File: config.mk
export PLATFORM = sky130hd
export DESIGN_NAME = lfm_top
export DESIGN_NICKNAME = d
export VERILOG_FILES = /design/src/design/lfm_pkg.sv /design/src/design/lfm_top.sv /design/src/design/lfm_chan.sv /design/src/design/lfm_flt.sv
export SDC_FILE = /design/constraint.sdc
export NUM_CORES = 1
export LEC_CHECK = 0
export BUFFER_PORTS_ARGS = -buffer_cell sky130_fd_sc_hd__buf_2
export CORE_MARGIN = 10
export CORE_UTILIZATION = 59
export CTS_CLUSTER_DIAMETER = 150
export DETAILED_ROUTE_END_ITERATION = 8
export GPL_ROUTABILITY_DRIVEN = 1
export GPL_TIMING_DRIVEN = 0
export HOLD_SLACK_MARGIN = 0.08
export PLACE_DENSITY_LB_ADDON = 0.12
export SYNTH_ARGS = -nofsm -noshare
export SYNTH_HDL_FRONTEND = slang
export SYNTH_HIERARCHICAL = 1
export SYNTH_SLANG_ARGS = --single-unit
export TNS_END_PERCENT = 100
File: constraint.sdc
create_clock -name I_REF_CLK -period 2.9 [get_ports I_REF_CLK]
set_clock_uncertainty 0.2 [all_clocks]
set_input_delay 0 -clock I_REF_CLK [delete_from_list [all_inputs] [get_ports I_REF_CLK]]
set_output_delay 0 -clock I_REF_CLK [all_outputs]
set_load 0.01 [all_outputs]
File: src/design/lfm_pkg.sv
// lfm_pkg: constants, register map and carrier types of the channel fault monitor.
// assumes a 250 MHz reference clock and digital comparator results from the analog front end.
package lfm_pkg;
	localparam int CLK_NS = 4;
	localparam int CW     = 12;
	// detection settle and error confirmation, least times
	localparam int DET_NS  = 13000;
	localparam int DET_CYC = (DET_NS + CLK_NS - 1) / CLK_NS;
	localparam logic [CW-1:0] DET_CNT = CW'(DET_CYC);
	// fault waveform rate
	localparam int FLT_HZ  = 80000;
	localparam int PER_CYC = 1000000000 / (FLT_HZ * CLK_NS);
	localparam logic [CW-1:0] PER_CNT = CW'(PER_CYC);
	localparam logic [CW-1:0] Q1_CNT  = CW'(PER_CYC / 4);
	localparam logic [CW-1:0] Q2_CNT  = CW'(PER_CYC / 2);
	localparam logic [CW-1:0] Q3_CNT  = CW'((PER_CYC * 3) / 4);
	// register map, byte addresses
	localparam logic [11:0] OFF_IRQ_STAT = 12'h000;
	localparam logic [11:0] OFF_IRQ_MASK = 12'h004;
	localparam logic [11:0] OFF_CH_FAULT = 12'h008;
	localparam logic [11:0] OFF_STATE    = 12'h00C;
	localparam int          IRQ_W        = 5;
	localparam logic [4:0]  MASK_RST     = 5'h00;
	// state register fields
	localparam int ST_MODE = 8;
	localparam int ST_OT   = 10;
	localparam int ST_CLS  = 11;
	localparam int ST_PIN  = 14;
	localparam int ST_REG  = 15;
	// latched fault vector positions
	localparam int F_LED_OPEN  = 0;
	localparam int F_LED_SHORT = 1;
	localparam int F_FET_OPEN  = 2;

	// ordered so that a larger value is a longer low duty
	typedef enum logic [2:0] {
		CLS_NONE,
		CLS_LED_OPEN,
		CLS_LED_SHORT,
		CLS_FET_OPEN,
		CLS_FET_SHORT
	} lfm_cls_t;
	typedef enum logic [1:0] {MODE_2CH, MODE_4CH, MODE_8CH} lfm_mode_t;

	// comparator results, one bit per channel
	typedef struct packed {
		logic [7:0] drain_lo;
		logic [7:0] drain_hi_fix;
		logic [7:0] drain_hi_ref;
		logic [7:0] src_lo_dim;
		logic [7:0] src_lo_fix;
		logic [7:0] src_hi;
		logic [7:0] src_clr;
	} lfm_sense_t;

	// qualified causes for one channel
	typedef struct packed {
		logic led_open;
		logic led_short;
		logic fet_open;
		logic fshort;
		logic fsclr;
	} lfm_chk_t;
endpackage

File: src/design/lfm_top.sv
// lfm_top: fault management of an eight-channel LED string driver with APB registers.
// assumes comparator results, enable, control inputs and lockout are synchronous to I_REF_CLK.
// Functional notes
// on error, gate off and isolate channel first, then start fault signalling
// fault output toggles at about 80 kHz while a fault is reported
// low duty 25/50/75/100 percent for led open, led short, fet open, fet short
// over-temperature: all channels and regulator off, output low, latched
// led open, led short, fet open checked only while on, latched
// wait 13 us after channel turn-on before sampling comparators
// abnormal state must persist 13 us before declaring an error
// latched faults clear on enable high-low-high or undervoltage reset
// fet short not latched, released once source below 0.7 V
// led open when drain below 0.8 V on an on channel
// led short above 19.2 V in 2ch mode, else eight times reference
// fet open below quarter dim level under 1.4 V, else below 0.3 V
// fet short monitored continuously, flagged above 0.9 V
// supply below 7.0 V holds everything in standby and reset; the fet short flags and the APB registers are not reset by it
// enable high lets control inputs drive channels, low disables all
// 4ch mode with control 2 high voltage, 8ch with controls 2 and 4
// several classes active: report the one with the highest duty
//
// Register access over APB and the placing of the registers were left to the implementer.
`timescale 1ns/100ps
module lfm_top (
	input  wire logic                I_REF_CLK,
	input  wire logic                I_RST_N,
	input  wire logic                I_ENABLE,
	input  wire logic [3:0]          I_PWM_CONTROL_INPUT,
	input  wire logic                I_CTRL2_HV,
	input  wire logic                I_CTRL4_HV,
	input  wire logic                I_UNDERVOLTAGE_LOCKOUT,
	input  wire logic                I_OVER_TEMPERATURE,
	input  wire logic                I_ANALOG_DIM_LEVEL_HI,
	input  wire lfm_pkg::lfm_sense_t I_SENSE,
	input  wire logic                I_FAULT_INDICATOR_IN,
	output logic                     O_FAULT_INDICATOR_OUT,
	output logic                     O_FAULT_INDICATOR_OE,
	output logic [7:0]               O_GATE,
	output logic                     O_REG_EN,
	input  wire logic                I_PSEL,
	input  wire logic                I_PENABLE,
	input  wire logic                I_PWRITE,
	input  wire logic [11:0]         I_PADDR,
	input  wire logic [31:0]         I_PWDATA,
	output logic [31:0]              O_PRDATA,
	output logic                     O_PREADY,
	output logic                     O_PSLVERR,
	output logic                     O_IRQ
);
	logic                  en_q;
	logic                  clr;
	logic                  ot_q;
	logic                  reg_q;
	lfm_pkg::lfm_mode_t    mode_q;
	lfm_pkg::lfm_cls_t     cls_d;
	lfm_pkg::lfm_cls_t     cls_q;
	logic [7:0]            on;
	logic [7:0]            led_open_v;
	logic [7:0]            led_short_v;
	logic [7:0]            fet_open_v;
	logic [7:0]            fs_v;
	logic [lfm_pkg::IRQ_W-1:0] ev;
	logic [lfm_pkg::IRQ_W-1:0] ev_q;
	logic [lfm_pkg::IRQ_W-1:0] stat_q;
	logic [lfm_pkg::IRQ_W-1:0] mask_q;
	logic [lfm_pkg::IRQ_W-1:0] w1c;
	logic                  wr;
	logic                  rd_setup;
	logic                  mapped;
	logic [31:0]           rdata;
	logic                  drive;

	// any enable rising edge follows a low phase, so it completes the toggle
	assign clr = I_UNDERVOLTAGE_LOCKOUT || (I_ENABLE && !en_q);

	always_ff @(posedge I_REF_CLK)
	begin
		if (!I_RST_N)
			en_q <= 1'b0;
		else
			en_q <= I_ENABLE;
	end

	// cause still present keeps the latch set through a toggle
	always_ff @(posedge I_REF_CLK)
	begin
		if (!I_RST_N)
			ot_q <= 1'b0;
		else
			ot_q <= I_OVER_TEMPERATURE || (ot_q && !clr);
	end

	always_ff @(posedge I_REF_CLK)
	begin
		if (!I_RST_N)
			reg_q <= 1'b0;
		else
			reg_q <= !ot_q && !I_UNDERVOLTAGE_LOCKOUT;
	end

	always_ff @(posedge I_REF_CLK)
	begin
		if (!I_RST_N)
			mode_q <= lfm_pkg::MODE_2CH;
		else if (I_CTRL2_HV && I_CTRL4_HV)
			mode_q <= lfm_pkg::MODE_8CH;
		else if (I_CTRL2_HV)
			mode_q <= lfm_pkg::MODE_4CH;
		else
			mode_q <= lfm_pkg::MODE_2CH;
	end

	genvar i;
	generate
		for (i = 0; i < 8; i++)
		begin : g_ch
			localparam int C2 = i / 2;
			localparam int C4 = ((i / 2) % 2) * 2;
			logic              req;
			logic [2:0]        lat;
			lfm_pkg::lfm_chk_t chk;

			always_comb
			begin
				case (mode_q)
					lfm_pkg::MODE_4CH: req = I_PWM_CONTROL_INPUT[C4];
					lfm_pkg::MODE_8CH: req = I_PWM_CONTROL_INPUT[0];
					default:           req = I_PWM_CONTROL_INPUT[C2];
				endcase
			end

			// standby and over-temperature override the control inputs
			assign on[i] = I_ENABLE && req && !ot_q && !I_UNDERVOLTAGE_LOCKOUT;

			assign chk.led_open = I_SENSE.drain_lo[i];
			assign chk.led_short = (mode_q == lfm_pkg::MODE_2CH) ? I_SENSE.drain_hi_fix[i]
				: I_SENSE.drain_hi_ref[i];
			assign chk.fet_open = I_ANALOG_DIM_LEVEL_HI ? I_SENSE.src_lo_fix[i]
				: I_SENSE.src_lo_dim[i];
			assign chk.fshort = I_SENSE.src_hi[i];
			assign chk.fsclr  = I_SENSE.src_clr[i];

			lfm_chan u_chan (
				.i_clk   (I_REF_CLK),
				.i_rst_n (I_RST_N),
				.i_on    (on[i]),
				.i_clr   (clr),
				.i_chk   (chk),
				.o_gate  (O_GATE[i]),
				.o_lat   (lat),
				.o_fs    (fs_v[i])
			);

			assign led_open_v[i]  = lat[lfm_pkg::F_LED_OPEN];
			assign led_short_v[i] = lat[lfm_pkg::F_LED_SHORT];
			assign fet_open_v[i]  = lat[lfm_pkg::F_FET_OPEN];
		end
	endgenerate

	always_comb
	begin
		if (ot_q || (|fs_v))
			cls_d = lfm_pkg::CLS_FET_SHORT;
		else if (|fet_open_v)
			cls_d = lfm_pkg::CLS_FET_OPEN;
		else if (|led_short_v)
			cls_d = lfm_pkg::CLS_LED_SHORT;
		else if (|led_open_v)
			cls_d = lfm_pkg::CLS_LED_OPEN;
		else
			cls_d = lfm_pkg::CLS_NONE;
	end

	// one stage after the latch, so the gate is already off when signalling starts
	always_ff @(posedge I_REF_CLK)
	begin
		if (!I_RST_N)
			cls_q <= lfm_pkg::CLS_NONE;
		else
			cls_q <= cls_d;
	end

	lfm_flt u_flt (
		.i_clk   (I_REF_CLK),
		.i_rst_n (I_RST_N),
		.i_cls   (cls_q),
		.o_drive (drive)
	);

	// open drain: only ever pulls low
	assign O_FAULT_INDICATOR_OUT = 1'b0;
	assign O_FAULT_INDICATOR_OE  = drive;
	assign O_REG_EN              = reg_q;

	assign ev = {ot_q, |fs_v, |fet_open_v, |led_short_v, |led_open_v};

	always_ff @(posedge I_REF_CLK)
	begin
		if (!I_RST_N)
			ev_q <= '0;
		else
			ev_q <= ev;
	end

	assign wr       = I_PSEL && I_PENABLE && I_PWRITE;
	assign rd_setup = I_PSEL && !I_PENABLE && !I_PWRITE;
	assign mapped   = (I_PADDR == lfm_pkg::OFF_IRQ_STAT) || (I_PADDR == lfm_pkg::OFF_IRQ_MASK)
		|| (I_PADDR == lfm_pkg::OFF_CH_FAULT) || (I_PADDR == lfm_pkg::OFF_STATE);
	assign w1c      = (wr && I_PADDR == lfm_pkg::OFF_IRQ_STAT) ? I_PWDATA[lfm_pkg::IRQ_W-1:0]
		: '0;

	// a new event in the clearing cycle stays set
	always_ff @(posedge I_REF_CLK)
	begin
		if (!I_RST_N)
			stat_q <= '0;
		else
			stat_q <= (stat_q & ~w1c) | (ev & ~ev_q);
	end

	always_ff @(posedge I_REF_CLK)
	begin
		if (!I_RST_N)
			mask_q <= lfm_pkg::MASK_RST;
		else if (wr && I_PADDR == lfm_pkg::OFF_IRQ_MASK)
			mask_q <= I_PWDATA[lfm_pkg::IRQ_W-1:0];
	end

	always_ff @(posedge I_REF_CLK)
	begin
		if (!I_RST_N)
			O_IRQ <= 1'b0;
		else
			O_IRQ <= |(stat_q & mask_q);
	end

	always_comb
	begin
		rdata = 32'h00000000;
		if (I_PADDR == lfm_pkg::OFF_IRQ_STAT)
			rdata[lfm_pkg::IRQ_W-1:0] = stat_q;
		else if (I_PADDR == lfm_pkg::OFF_IRQ_MASK)
			rdata[lfm_pkg::IRQ_W-1:0] = mask_q;
		else if (I_PADDR == lfm_pkg::OFF_CH_FAULT)
			rdata = {fs_v, fet_open_v, led_short_v, led_open_v};
		else if (I_PADDR == lfm_pkg::OFF_STATE)
		begin
			rdata[7:0]                    = O_GATE;
			rdata[lfm_pkg::ST_MODE +: 2]  = mode_q;
			rdata[lfm_pkg::ST_OT]         = ot_q;
			rdata[lfm_pkg::ST_CLS +: 3]   = cls_q;
			rdata[lfm_pkg::ST_PIN]        = I_FAULT_INDICATOR_IN;
			rdata[lfm_pkg::ST_REG]        = reg_q;
		end
	end

	// read data captured in the setup phase, ready in the access phase
	always_ff @(posedge I_REF_CLK)
	begin
		if (!I_RST_N)
			O_PRDATA <= 32'h00000000;
		else if (rd_setup)
			O_PRDATA <= rdata;
	end

	assign O_PREADY  = 1'b1;
	assign O_PSLVERR = I_PSEL && I_PENABLE && !mapped;
endmodule // lfm_top

File: src/design/lfm_chan.sv
// lfm_chan: settle/confirm timers, fault latches and gate drive of one channel.
// assumes causes are already selected for the feedback mode and dimming level.
`timescale 1ns/100ps
module lfm_chan (
	input  wire logic              i_clk,
	input  wire logic              i_rst_n,
	input  wire logic              i_on,
	input  wire logic              i_clr,
	input  wire lfm_pkg::lfm_chk_t i_chk,
	output logic                   o_gate,
	output logic [2:0]             o_lat,
	output logic                   o_fs
);
	logic [lfm_pkg::CW-1:0] set_q;
	logic [lfm_pkg::CW-1:0] cnf_q;
	logic [2:0]             lat_q;
	logic [2:0]             lat_d;
	logic [2:0]             cause;
	logic                   armed;
	logic                   hit;
	logic                   fs_q;

	assign cause = {i_chk.fet_open, i_chk.led_short, i_chk.led_open};
	assign armed = i_on && (set_q == lfm_pkg::DET_CNT);
	assign hit   = armed && (|cause) && (cnf_q == lfm_pkg::DET_CNT) && !(|lat_q);
	// a new cause wins over a clear in the same cycle
	assign lat_d = (i_clr ? 3'h0 : lat_q) | (hit ? cause : 3'h0);

	always_ff @(posedge i_clk)
	begin
		if (!i_rst_n || !i_on)
			set_q <= '0;
		else if (set_q != lfm_pkg::DET_CNT)
			set_q <= set_q + 1'b1;
	end

	// abnormal state must persist unbroken; any gap restarts the count
	always_ff @(posedge i_clk)
	begin
		if (!i_rst_n || !armed || !(|cause) || (|lat_q))
			cnf_q <= '0;
		else if (cnf_q != lfm_pkg::DET_CNT)
			cnf_q <= cnf_q + 1'b1;
	end

	always_ff @(posedge i_clk)
	begin
		if (!i_rst_n)
			lat_q <= 3'h0;
		else
			lat_q <= lat_d;
	end

	// gate drops at the same edge the latch sets, ahead of any indication
	always_ff @(posedge i_clk)
	begin
		if (!i_rst_n)
			o_gate <= 1'b0;
		else
			o_gate <= i_on && !(|lat_d);
	end

	// not latched: hysteresis between the high and the release comparator
	always_ff @(posedge i_clk)
	begin
		if (!i_rst_n)
			fs_q <= 1'b0;
		else if (i_chk.fshort)
			fs_q <= 1'b1;
		else if (i_chk.fsclr)
			fs_q <= 1'b0;
	end

	assign o_lat = lat_q;
	assign o_fs  = fs_q;
endmodule // lfm_chan

File: src/design/lfm_flt.sv
// lfm_flt: open-drain fault waveform, fixed period, low time set by fault class.
// assumes the class input is already prioritised and registered.
`timescale 1ns/100ps
module lfm_flt (
	input  wire logic              i_clk,
	input  wire logic              i_rst_n,
	input  wire lfm_pkg::lfm_cls_t i_cls,
	output logic                   o_drive
);
	logic [lfm_pkg::CW-1:0] cnt_q;
	logic                   low;

	// free running so a class change never stretches a period
	always_ff @(posedge i_clk)
	begin
		if (!i_rst_n || cnt_q == lfm_pkg::PER_CNT - 1'b1)
			cnt_q <= '0;
		else
			cnt_q <= cnt_q + 1'b1;
	end

	always_comb
	begin
		case (i_cls)
			lfm_pkg::CLS_LED_OPEN:  low = cnt_q < lfm_pkg::Q1_CNT;
			lfm_pkg::CLS_LED_SHORT: low = cnt_q < lfm_pkg::Q2_CNT;
			lfm_pkg::CLS_FET_OPEN:  low = cnt_q < lfm_pkg::Q3_CNT;
			lfm_pkg::CLS_FET_SHORT: low = 1'b1;
			default:                low = 1'b0;
		endcase
	end

	always_ff @(posedge i_clk)
	begin
		if (!i_rst_n)
			o_drive <= 1'b0;
		else
			o_drive <= low;
	end
endmodule // lfm_flt

After elaboration in Yosys (flattened, before gate mapping). Cells that the tools add are included.

Register bits: 301. Input bits: 116. Output and inout port bits: 46.

$add $sub $neg: 17. Magnitude comparators: 3. Eq/ne operators: 42. Multiplexer cells: 66. Bitwise gates (word level): 15. Reduce and logical (&&, ||, !) cells: 184.

Operators by type and width (number): adder 12 x 1 -> 12 bit (second input constant) (17); equality test 12 bit (second input constant) (17); != test 12 bit (second input constant) (16); OR reduction 3 bit (24); logical AND 1 bit (63); 2-to-1 mux 27 bit (2); 2-to-1 mux 3 bit (17); 2-to-1 mux 16 bit (3); zero test 1 bit (44); logical OR 1 bit (35); 2-to-1 mux 1 bit (35); OR reduction 8 bit (4); equality test 12 x 4 -> 1 bit (second input constant) (2); OR 3 bit (8); nonzero test 2 bit (8); AND 5 bit (3); 2-to-1 mux 5 bit (3); equality test 12 x 3 -> 1 bit (second input constant) (1); zero test 12 bit (1); less-than comparator 12 x 10 -> 1 bit (second input constant) (1); less-than comparator 12 x 11 -> 1 bit (second input constant) (1); less-than comparator 12 bit (second input constant) (1); NOT 5 bit (2); equality test 3 x 2 -> 1 bit (second input constant) (2); 12 further kinds (17).

Depth between registers and ports, before layout. Gate-level depths: netlist of the first run.

Depth in word-level cells: 15. Gate-level depth with buffers: 8. Depth with buffers taken out: 8.

Hierarchy. Netlist of the first run, hierarchy kept.

By module, submodules not included: lfm_chan (instances 8, cells each 140, area an instance 1330.0 um^2, seq. area each 580.6 um^2); lfm_top (instances 1, cells each 297, area an instance 2650.0 um^2, seq. area each 1121.1 um^2); lfm_flt (instances 1, cells each 91, area an instance 750.7 um^2, seq. area each 260.2 um^2).

Worst setup path after synthesis of the first run. OpenSTA, ideal clock, no wires.

Path kind: reg2reg. From: register mode_q[0]. To: register g_ch[0].u_chan/cnf_q[0] in the netlist's numbering. Library setup time: 0.115 ns. Arrival time: 1.784 ns. Setup slack: 0.801 ns. Cell stages (with the launch flop): 9. Path through: dfxtp_1 -> inv_1 -> ha_1 -> clkbuf_1 -> mux2_2 -> o31a_1 -> nand4_4 -> buf_6 -> nor2_1.

RTL lines: from (decl) (RTL line lfm_top.sv:54) `lfm_pkg::lfm_mode_t mode_q;`; from (signal assigned) (RTL line lfm_top.sv:104) `mode_q <= lfm_pkg::MODE_2CH;`; from (signal assigned) (RTL line lfm_top.sv:106) `mode_q <= lfm_pkg::MODE_8CH;`; from (signal assigned) (RTL line lfm_top.sv:108) `mode_q <= lfm_pkg::MODE_4CH;`; to (signal assigned) (RTL line lfm_chan.sv:43) `cnf_q <= cnf_q + 1'b1;`; to (decl) (RTL line lfm_chan.sv:15) `logic [lfm_pkg::CW-1:0] cnf_q;`.

Final worst setup path of the first run.
From: input port I_PADDR[2]. To: register O_PRDATA[2].

Longest elaborated chain between the ends: 5. Elaborated cells between the ends (all ways): 8. Classes of those cells: eq/ne (3); mux (4); reduce/logical (1).

RTL lines: from (decl) (RTL line lfm_top.sv:43) `input wire logic [11:0] I_PADDR,`; equality test 12 x 4 -> 1 bit (RTL line lfm_top.sv:246) `else if (I_PADDR == lfm_pkg::OFF_STATE)`; 2-to-1 mux 16 bit (RTL line lfm_top.sv:246); 2-to-1 mux 16 bit (RTL line lfm_top.sv:244) `else if (I_PADDR == lfm_pkg::OFF_CH_FAULT)`; 2-to-1 mux 5 bit (RTL line lfm_top.sv:242) `else if (I_PADDR == lfm_pkg::OFF_IRQ_MASK)`; 2-to-1 mux 5 bit (*) (RTL line lfm_top.sv:240) `if (I_PADDR == lfm_pkg::OFF_IRQ_STAT)`; to (signal assigned) (RTL line lfm_top.sv:263) `O_PRDATA <= rdata;`; to (decl) (RTL line lfm_top.sv:45) `output logic [31:0] O_PRDATA,`.

Every way passes the cells marked *; elsewhere a longest branch is shown, timed or not. A chain may end at the register's enable or synchronous reset.

==> results by group, run 1 <==
STA
  • Setup Viol. Count Final: 0
  • Fin crit period: 2830 ps
  • Worst Max-Slew Pin Slew: 1090 ps
  • Final period util: 0.976
  • F_max: 353 MHz
  • Fin Setup TNS: 0 ps
  • Max Slew Vio Count: 0
  • Hold Vio Cnt, Final: 0
  • Slew headroom: 0.273
  • RSZ-0062 raised after global routing: false

Setup path
  • CP Class: input port to register
  • Crit path DAT: 3020 ps
  • Reg2Reg Setup Slack: 160 ps
  • Setup crit end kind: register
  • Critical path endpoint: O_PRDATA[2]$_SDFFE_PN0P_
  • Worst Reg2Reg Path Length in Cells: 7
  • CP Launch Point: I_PADDR[2]
  • Worst reg2reg startpoint: mode_q[1]$_SDFF_PN0_
  • Maximum fanout along the worst path: 10
  • CP Data Required Time: 3090 ps
  • Worst reg2reg path endpoint: g_ch[4].u_chan/cnf_q[5]$_SDFFE_PP0P_
  • Startpoint Class: input port

Detailed routing
  • DRT Pass-1 Iters: 5
  • Initial DRC Count: 849
  • Met1 Routed Length: 15700 um
  • DR top layer: met4
  • Met2 WL post-DR: 17300 um
  • Metal3 WL: 2490 um
  • Vias: 12.1k
  • Drt drc: 0
  • DR WL/cell: 17.0 um
  • DRT antenna net count: 0
  • Vias/cell: 5.62
  • WL final: 36600 um

Job
  • MaxCap Viol Count: 0

Power and ir drop
  • PD cells: 515 mW/mm^2
  • VDD IR max: 0.437 mV
  • Leakage: 6.57 nW

Yosys
  • Most used DFF post-synth: dfxtp_1
  • Cell taking the most area after synthesis: dfxtp_1
  • Sequential cell area fraction in the yosys report: 0.429
  • Yosys top cell area share: 0.429
  • Ys async rst share: 0
  • Cells after synthesis: 1508
  • Yosys cell types: 61
  • EDFF count, synth: 0
  • Ys Warns: 6
  • Seq cells post-synth: 301
  • Synth Cell Area: 0.0140 mm^2
  • Top cells by area, synth: dfxtp_1 43%, xor2_1 8.3%, nor2_1 4.6%, nand2_1 4.1%, ha_1 3.4%
  • Syn_area_per_cell: 9.31 um^2
  • Post-synth net total: 1662

Layout
  • Non-Filler Instances: 2158
  • Area grow syn2layout: 26.0%
  • Nets: 1966
  • Most frequent cells in the layout: 301 x dfxtp_1, 171 x nor2_1, 153 x nand2_1
  • Fill cells: 1682
  • Most common cell after layout, fill and taps aside: dfxtp_1
  • Fraction of layout cells with a size suffix above 1: 0.181

Outcome
  • Status: finished clean

CTS
  • TritonCTS clock tree: yes
  • Clock Latency Late Sink: 510 ps
  • Root Buffer: clkbuf_16
  • Num CTS Buffers: 34
  • Htree depth: 2
  • Sink Count: 301
  • Clock-pin slew on the worst setup and hold paths: 60 ps
  • Max Buffers Root-to-Sink: 3

Floorplanning
  • Die Area: 0.0304 mm^2
  • # rows: 56
  • Boundary Pins: 162
  • Initial Utilization: 0.598
  • DIE HEIGHT: 174 um
  • Chip width: 174 um
  • Core area: 0.0235 mm^2

Global routing
  • Number of global-route vias before repair: 12.0k
  • Antenna violations before repair: 2
  • First-pass GRT wire length: 60200 um
  • Largest net degree at the start of global routing: 43
  • Global Route Usage Sum: 0.234
  • GR Overflow Total: 0

Place
  • Post-DP HPWL: 24200 um
  • I/O Buffers: 131
  • Final weighted congestion in routability-driven placement: 0.864
  • Cell count after placement: 1958

Hold path
  • Worst Hold Class: input port to register
-- kinds of logic after synthesis --
family,after synthesis,synth area share
simple gates,743,0.307
flops,301,0.429
xor+xnor,171,0.107
compound gates,164,0.0805
buf+inv,67,0.0250
fa+ha+maj,38,0.0339
mux,22,0.0171
other cells,2,0.000535
-- worst min-delay path by stage --
stage	start	to	slack, ps	cells after the start
floorplan	I_CTRL4_HV	mode_q[0]$_SDFF_PP0_	-130	1
global placement	I_CTRL4_HV	mode_q[0]$_SDFF_PP0_	-30	2
detailed placement	I_CTRL4_HV	mode_q[0]$_SDFF_PP0_	-20	2
CTS	I_RST_N	g_ch[5].u_chan/cnf_q[8]$_SDFFE_PP0P_	100	3
global route	I_RST_N	g_ch[7].u_chan/cnf_q[8]$_SDFFE_PP0P_	110	3
finish	I_RST_N	g_ch[1].u_chan/cnf_q[9]$_SDFFE_PP0P_	80	3
-- area by class of cell --
class / count / area, um^2 / area share
Timing Repair Buffer: 270 / 2040 / 0.116
Sequential cell: 301 / 6030 / 0.341
Inverter: 25 / 93.8 / 0.00531
Tap cell: 319 / 399 / 0.0226
Clock buffer: 49 / 1050 / 0.0594
Multi-Input combinational cell: 1140 / 7680 / 0.434
Antenna cell: 2 / 5.00 / 0.000283
Buffer: 40 / 249 / 0.0141
Clock inverter: 12 / 138 / 0.00778
-- registers in the layout, indices dropped and copies added (netlist names), 2 cells and up --
register and cells:
O_PRDATA 32, g_ch.u_chan/set_q 96, ev_q 5, cls_q 3, mask_q 5, u_flt/cnt_q 12
g_ch.u_chan/o_lat 24, g_ch.u_chan/o_gate 8, mode_q 2, g_ch.u_chan/cnf_q 96, stat_q 5, g_ch.u_chan/o_fs 8
-- through the flow --
step | hold slack (ps) | utilization | setup WS (ps) | power [mW] | instance area, um^2
finish | 78.9 | 0.754 | 69.3 | 9.11 | 17700
global route | 111 | 0.754 | 18.4 | 9.38 | 17700
CTS | 104 | 0.752 | 31.5 | 9.17 | 17700
detailed placement | -19.4 | 0.643 | 57.1 | 4.60 | 15100
global placement | -31.1 | 0.643 | 105 | 4.59 | 15100
floorplan | -128 | - | 801 | 4.44 | 14000
-- worst max-delay path: stages --
cell	delay [ps]
dlygate4sd3_1	530
buf_2	190
or3_4	370
or4_4	540
o221ai_1	210
dlygate4sd3_1	590
a21oi_1	40
dlygate4sd3_1	550
-- what timing repair did --
| action | CTS | global route |
|---|---|---|
| setup endpoints to repair | 0 | 66 |
| buffers inserted | 0 | 2 |
| hold buffers | 137 | 0 |
| hold endpoints to repair | 199 | 0 |
| gates resized for setup | 0 | 4 |
-- routing by layer --
metal | up-vias | global-route usage
li1 | 5935 | -
met1 | 5748 | 0.292
met2 | 368 | 0.392
met3 | 70 | 0.0475
met4 | 0 | 0.0848
met5 | - | 0
-- power breakdown --
group          total, mW  switching, mW  internal [mW]
Combinational      0.446          0.222          0.224
Sequential          4.19         0.0272           4.17
Clock               4.47           1.68           2.79
Total               9.11           1.93           7.18
-- cells in the mapped netlist (18+ instances only) --
library cell / n
ha_1: 38
nand2_1: 153
or2_2: 18
nand4_1: 41
inv_1: 24
dfxtp_1: 301
and4_1: 24
a21oi_1: 33
xor2_1: 133
nand3_1: 91
nor2_1: 171
o21ai_0: 26
nor3_1: 44
xnor2_1: 38
clkbuf_1: 23
a31oi_1: 19
and2_1: 18
a22oi_1: 18
Power figures use the tool's default switching activity.
==> run 2, diff against run 1 <==
- ABC_AREA: unset -> 1
- CORE_UTILIZATION: 59 -> 60
==> run 2 against run 1 <==
  * Largest power group unchanged
  * Sequential cell count stayed put
  * First-iteration DRC count is 19% higher
  * Global-route usage is 0.75 points higher
  * Wire length is 12% higher
  * Non-clock buffer count is 26 lower
  * Cell count is 27% higher
  * Clock power is 1% lower
  * Sequential share of layout area is 2.4 points lower
  * Cell area is 7.6% higher
  * Sequential power hardly changed
  * Critical path depth is 4 higher
  * Fmax hardly changed
==> results by group, run 2 <==
Yosys
  • Leading cell type by number of instances after synthesis: nand2_1
  • Yosys cell types: 45
  • Seq cells post-synth: 301
  • Most used DFF post-synth: dfxtp_1
  • Cell taking the most area after synthesis: dfxtp_1
  • Cells after synthesis: 2090
  • Yosys top cell area share: 0.389
  • Synth Cell Area: 0.0155 mm^2
  • Top post-synthesis cells by count: 424 x nand2_1, 301 x dfxtp_1, 240 x inv_1
  • Post-synth net total: 2244
  • Sequential cell area fraction in the yosys report: 0.389
  • Top cells by area, synth: dfxtp_1 39%, nand2_1 10%, inv_1 5.8%, nand3_1 5.8%, a21oi_1 5.2%
  • Ys Warns: 6
  • Syn_area_per_cell: 7.41 um^2
  • EDFF count, synth: 0
  • Ys async rst share: 0

Detailed routing
  • Drt drc: 0
  • Vias: 14.6k
  • Initial DRC Count: 1014
  • WL final: 41100 um
  • DRT antenna net count: 0
  • DRT Pass-1 Iters: 8
  • Vias/cell: 5.33
  • DR WL/cell: 15.0 um

Floorplanning
  • DIE HEIGHT: 181 um
  • Core area: 0.0253 mm^2
  • Die Area: 0.0326 mm^2
  • Initial Utilization: 0.613
  • Chip width: 181 um
  • # rows: 58
  • Boundary Pins: 162

Layout
  • Non-Filler Instances: 2742
  • Largest registers: g_ch.u_chan/cnf_q: 96 flops, g_ch.u_chan/set_q: 96 flops, O_PRDATA: 32 flops
  • Most common cell after layout, fill and taps aside: nand2_1
  • Fraction of layout cells with a size suffix above 1: 0.203
  • Most frequent cells in the layout: 423 x nand2_1, 301 x dfxtp_1, 240 x inv_1
  • Layout Utilization: 0.753
  • Nets: 2540
  • Area grow syn2layout: 22.9%

Setup path
  • Critical Path Max Stage Delay: 580 ps
  • Startpoint Class: input port
  • CP Data Required Time: 3090 ps
  • Crit path DAT: 3030 ps
  • CP bufs+invs: 6
  • Maximum fanout along the worst path: 4
  • Crit path cell chain: dlygate4sd3_1, buf_2, nand2_2, nor2_4, dlygate4sd3_1, inv_1, nor2_4, nand2_1, dlygate4sd3_1, nand3_1, o21ai_0, dlygate4sd3_1
  • CP Class: input port to register
  • Worst path most repeated cell: dlygate4sd3_1
  • Slowest stage cell, crit path: dlygate4sd3_1
  • Cell family with most CP delay: buffers and inverters
  • Setup crit end kind: register

Power and ir drop
  • Clock power frac: 0.486
  • Switching share of power: 0.218
  • Combinational power share: 0.052
  • Switching power: 1.98 mW
  • VDD IR max: 0.727 mV
  • PD cells: 477 mW/mm^2
  • Pint: 7.10 mW
  • Leakage: 8.03 nW
  • Total power: 9.08 mW
  • Reg power frac: 0.462

STA
  • Final period util: 0.977
  • Worst Max-Slew Pin Slew: 1220 ps
  • Hold Vio Cnt, Final: 0
  • Fin crit period: 2830 ps
  • Fin Setup TNS: 0 ps
  • F_max: 353 MHz
  • Slew headroom: 0.184
  • RSZ-0062 raised after global routing: false
  • Hold_ws: 79.4 ps
  • Max Slew Vio Count: 0
  • Setup Viol. Count Final: 0

Global routing
  • Largest net degree at the start of global routing: 24
  • Global Route Usage Sum: 0.242
  • First-pass GRT wire length: 67100 um
  • Number of global-route vias before repair: 14.2k
  • GR Overflow Total: 0
  • Antenna violations before repair: 1

CTS
  • Setup Buffers After CTS: 0
  • TritonCTS clock tree: yes
  • Max Buffers Root-to-Sink: 3
  • Num CTS Buffers: 35
  • Htree depth: 2
  • Sink Count: 301
  • Clock Latency Late Sink: 510 ps
  • Clock-pin slew on the worst setup and hold paths: 60 ps
  • Root Buffer: clkbuf_16

Outcome
  • Status: finished clean

Place
  • Cell count after placement: 2550
  • I/O Buffers: 130
  • Post-DP HPWL: 29100 um
  • Final weighted congestion in routability-driven placement: 0.965

Job
  • MaxCap Viol Count: 0

Hold path
  • Worst Hold Class: input port to register
==> run 2: cell count changes after synthesis, moves of 45 or more <==
cell,before,now
inv_1,24,240
nand2_1,153,424
xor2_1,133,25
nor2_2,0,51
a21oi_1,33,162
nand3_1,91,178
nor2_1,171,216
==> run 2: repair_timing <==
action,4_1_cts,5_1_grt
endpoints found under the hold margin,229,0
gates resized for setup,0,4
endpoints found under the setup margin,0,11
hold buffers,131,0
==> run 2: worst paths after layout <==
check / start / endpoint / slack [ps] / cells past startpoint
worst max register to register: mode_q[0]$_SDFF_PP0_ / g_ch[4].u_chan/o_gate$_SDFF_PN0_ / 80 / 8
worst min register to register: O_PRDATA[19]$_SDFFE_PN0P_ / O_PRDATA[19]$_SDFFE_PN0P_ / 270 / 2
worst min-delay path: I_PADDR[7] / O_PRDATA[7]$_SDFFE_PN0P_ / 80 / 9
worst max-delay path: I_PENABLE / stat_q[4]$_SDFF_PN0_ / 70 / 12
==> run 2: logic make-up (layout without fill, tap and decap cells) <==
family / after synthesis / in the layout / share of synthesized area
AND/OR/NAND/NOR: 1087 / 1087 / 0.352
buffers and inverters: 313 / 634 / 0.0817
AO/OA/AOI/OAI: 307 / 307 / 0.120
flip-flops: 301 / 301 / 0.389
adder cells (fa/ha/maj): 38 / 38 / 0.0307
XOR/XNOR: 25 / 25 / 0.0141
multiplexers: 17 / 17 / 0.0123
other: 2 / 3 / 0.000485
==> run 2: area by class of cell <==
type,count,area (um^2)
flip-flops and latches,301,6030
fillers,1914,6230
clock inverters,11,108
well taps,330,413
plain buffers,24,140
diodes,1,2.50
multi-input cells,1476,8200
clock buffers,51,1060
repair buffers,260,1950
inverters,288,1120
==> run 2: power groups by stage <==
stage	combinational (mW)	clock, mW	sequential, mW
after global placement	0.313	0	4.29
after detailed placement	0.318	0	4.29
after global routing	0.506	4.65	4.20
after CTS	0.452	4.47	4.19
after floorplan	0.172	0	4.27
final	0.468	4.41	4.20
==> run 2: routing by layer <==
metal / wire, um / up-vias / share of wire / GRT usage
met5: 0 / - / 0 / 0
met3: 2370 / 111 / 0.058 / 0.0410
li1: - / 7356 / - / -
met1: 17200 / 6722 / 0.42 / 0.285
met4: 1560 / 0 / 0.038 / 0.0942
met2: 19900 / 414 / 0.49 / 0.426
==> run 2: per-stage QoR <==
step           cell area [um^2]  setup WS, ps
2_1_floorplan             15500           866
3_3_place_gp              16500           212
3_5_place_dp              16500           194
4_1_cts                   19000          19.2
5_1_grt                   19000          5.31
6_report                  19000          67.3
==> run 2: worst reg2reg max path, cell delays in order, from the launching register on <==
cell	delay, ps
dfxtp_1	370
inv_1	80
ha_1	350
mux2i_1	150
nor2_1	580
nand2_1	330
inv_1	280
nand3_1	110
nor2_1	250
==> run 3, diff against run 2 <==
--- a/config.mk
+++ b/config.mk
@@ -7,9 +7,9 @@
 export LEC_CHECK = 0
 export ABC_AREA = 1
-export BUFFER_PORTS_ARGS = -buffer_cell sky130_fd_sc_hd__buf_2
 export CORE_MARGIN = 10
 export CORE_UTILIZATION = 60
 export CTS_CLUSTER_DIAMETER = 150
 export DETAILED_ROUTE_END_ITERATION = 8
+export DONT_BUFFER_PORTS = 1
 export GPL_ROUTABILITY_DRIVEN = 1
 export GPL_TIMING_DRIVEN = 0
==> constraint.sdc (replaced) <==
create_clock -name I_REF_CLK -period 2.9 [get_ports I_REF_CLK]
set_clock_uncertainty 0.2 [all_clocks]
set_input_delay 0.29 -clock I_REF_CLK [delete_from_list [all_inputs] [get_ports I_REF_CLK]]
set_output_delay 0.29 -clock I_REF_CLK [all_outputs]
set_load 0.01 [all_outputs]
==> run 3 against run 2 <==
  * Worst hold slack gained 31 ps
  * Global-route usage fell by 0.71 points
  * Sequential share of layout area is 1.9 points higher
  * Wire length fell by 3.4%
  * Die area unchanged
  * First-iteration DRC count down 15%
  * Sequential power hardly changed
  * Critical path depth down 3
  * Total power shrank 2.4%
==> results by group, run 3 (synthesized netlist as in run 2, its figures left out) <==
STA
  • Final period util: 0.933
  • F_max: 370 MHz
  • RSZ-0062 raised after global routing: false
  • Max Slew Vio Count: 0
  • Setup Viol. Count Final: 0
  • Fin crit period: 2710 ps
  • Hold Vio Cnt, Final: 0
  • Worst Max-Slew Pin Slew: 1210 ps
  • Slew headroom: 0.191
  • Final setup margin: 194 ps
  • Fin Setup TNS: 0 ps

CTS
  • Sink Count: 301
  • Clock-pin slew on the worst setup and hold paths: 60 ps
  • CTS resizes: 0
  • Clock Latency Late Sink: 510 ps
  • Max Buffers Root-to-Sink: 3
  • Root Buffer: clkbuf_16
  • Num CTS Buffers: 34
  • TritonCTS clock tree: yes
  • Htree depth: 2

Detailed routing
  • WL final: 39700 um
  • DR WL/cell: 15.4 um
  • Vias: 13.9k
  • DRT antenna net count: 0
  • Drt drc: 0
  • DRT Pass-1 Iters: 5
  • Initial DRC Count: 857
  • Vias/cell: 5.42

Setup path
  • Cell family with most CP delay: buffers and inverters
  • Critical Path Max Stage Delay: 640 ps
  • Slowest stage cell, crit path: ha_1
  • CP Class: register to register
  • Worst Reg2Reg Path Length in Cells: 9
  • Worst reg2reg path endpoint: g_ch[4].u_chan/o_gate$_SDFF_PN0_
  • Startpoint Class: register
  • Maximum fanout along the worst path: 8
  • CP Data Required Time: 3150 ps
  • Crit path cell chain: inv_1, ha_1, mux2_2, dlygate4sd3_1, nand3_1, nand2_1, inv_2, nand2_1, nor2_1
  • Worst path most repeated cell: nand2_1
  • Crit path DAT: 2950 ps
  • CP bufs+invs: 3
  • Reg2Reg Setup Slack: 190 ps
  • Setup crit end kind: register
  • Worst reg2reg startpoint: mode_q[0]$_SDFF_PP0_

Layout
  • Most frequent cells in the layout: 424 x nand2_1, 301 x dfxtp_1, 240 x inv_1
  • Largest registers: g_ch.u_chan/cnf_q: 96 flops, g_ch.u_chan/set_q: 96 flops, O_PRDATA: 32 flops
  • Fill cells: 2038
  • Fraction of layout cells with a size suffix above 1: 0.159
  • Nets: 2373
  • Non-Filler Instances: 2573
  • Area grow syn2layout: 16.1%
  • Most common cell after layout, fill and taps aside: nand2_1

Hold path
  • Hold_sp: I_PSEL
  • Hold path cells: 4
  • Worst Hold Class: input port to register
  • WHS Endpoint: mask_q[0]$_SDFFE_PN0P_

Floorplanning
  • Die Area: 0.0326 mm^2
  • Boundary Pins: 162
  • Initial Utilization: 0.613
  • DIE HEIGHT: 181 um
  • # rows: 58
  • Core area: 0.0253 mm^2
  • Chip width: 181 um

Global routing
  • Global Route Usage Sum: 0.234
  • Number of global-route vias before repair: 13.4k
  • Antenna violations before repair: 0
  • GR Overflow Total: 0
  • Met3 usage: 0.0562
  • M2 GR Usage: 0.404
  • Met1 Use GR: 0.267
  • Most Crowded Layer GR: met2
  • Largest net degree at the start of global routing: 24
  • First-pass GRT wire length: 64600 um

Power and ir drop
  • VDD IR max: 0.497 mV
  • Leakage: 7.27 nW
  • PD cells: 493 mW/mm^2
  • Total power: 8.86 mW

Outcome
  • Status: finished clean

Place
  • Cell count after placement: 2420
  • Final weighted congestion in routability-driven placement: 0.897
  • I/O Buffers: 0
  • Post-DP HPWL: 29100 um
  • Setup WS pre-CTS: 242 ps

Job
  • MaxCap Viol Count: 0
run 3: cell types whose count changed in the layout (fill, tap and decap cells not counted), sizes merged:
cell | previous run | this run
buf | 144 | 15
dlygate4sd3 | 130 | 93
clkbuf | 61 | 59
clkinv | 20 | 18
inv | 276 | 277
run 3: per-layer routing:
metal | share of wire | wire (um)
met1 | 0.41 | 16200
met2 | 0.48 | 19000
met3 | 0.068 | 2710
met4 | 0.044 | 1740
met5 | 0.0020 | 79
run 3: stage by stage:
step | util | cell area (um^2) | hold slack [ps]
floorplan | - | 15500 | 162
global placement | 0.629 | 15900 | 162
detailed placement | 0.629 | 15900 | 166
CTS | 0.712 | 18000 | 90.9
global route | 0.711 | 18000 | 124
finish | 0.711 | 18000 | 110
run 3: worst reg2reg max path: stages (launching register included):
cell	delay, ps
dfxtp_1	330
inv_1	80
ha_1	640
mux2_2	460
dlygate4sd3_1	590
nand3_1	90
nand2_1	60
inv_2	50
nand2_1	50
nor2_1	100
run 3: worst max-delay path by stage:
stage / startpoint / end / slack (ps) / depth (start not counted)
floorplan: mode_q[0]$_SDFF_PP0_ / g_ch[4].u_chan/cnf_q[8]$_SDFFE_PP0P_ / 870 / 12
global placement: mode_q[0]$_SDFF_PP0_ / g_ch[4].u_chan/cnf_q[8]$_SDFFE_PP0P_ / 260 / 12
detailed placement: mode_q[0]$_SDFF_PP0_ / g_ch[2].u_chan/cnf_q[8]$_SDFFE_PP0P_ / 240 / 12
CTS: mode_q[0]$_SDFF_PP0_ / g_ch[4].u_chan/o_gate$_SDFF_PN0_ / 50 / 10
global route: mode_q[0]$_SDFF_PP0_ / g_ch[6].u_chan/o_gate$_SDFF_PN0_ / 50 / 9
finish: mode_q[0]$_SDFF_PP0_ / g_ch[4].u_chan/o_gate$_SDFF_PN0_ / 190 / 9
run 3: layout make-up:
type,count,area (um^2),area share
multi-input combinational,1476,8190,0.456
sequential,301,6030,0.335
inverter,288,1120,0.0624
clock buffer,49,1020,0.0567
timing repair buffer,94,951,0.0529
tap,330,413,0.0230
buffer,24,140,0.00780
clock inverter,10,106,0.00592
antenna,1,2.50,0.000139
run 3: report_power, final:
group	switching [mW]	internal, mW	leakage (nW)
Sequential	0.0353	4.16	2.43
Clock	1.68	2.61	0.558
Combinational	0.202	0.165	4.29
run 3: timing repair:
action | CTS | global route
hold buffers | 94 | 0
setup buffers | 0 | 0
hold endpoints to repair | 174 | 0
endpoints found under the setup margin | 0 | 13
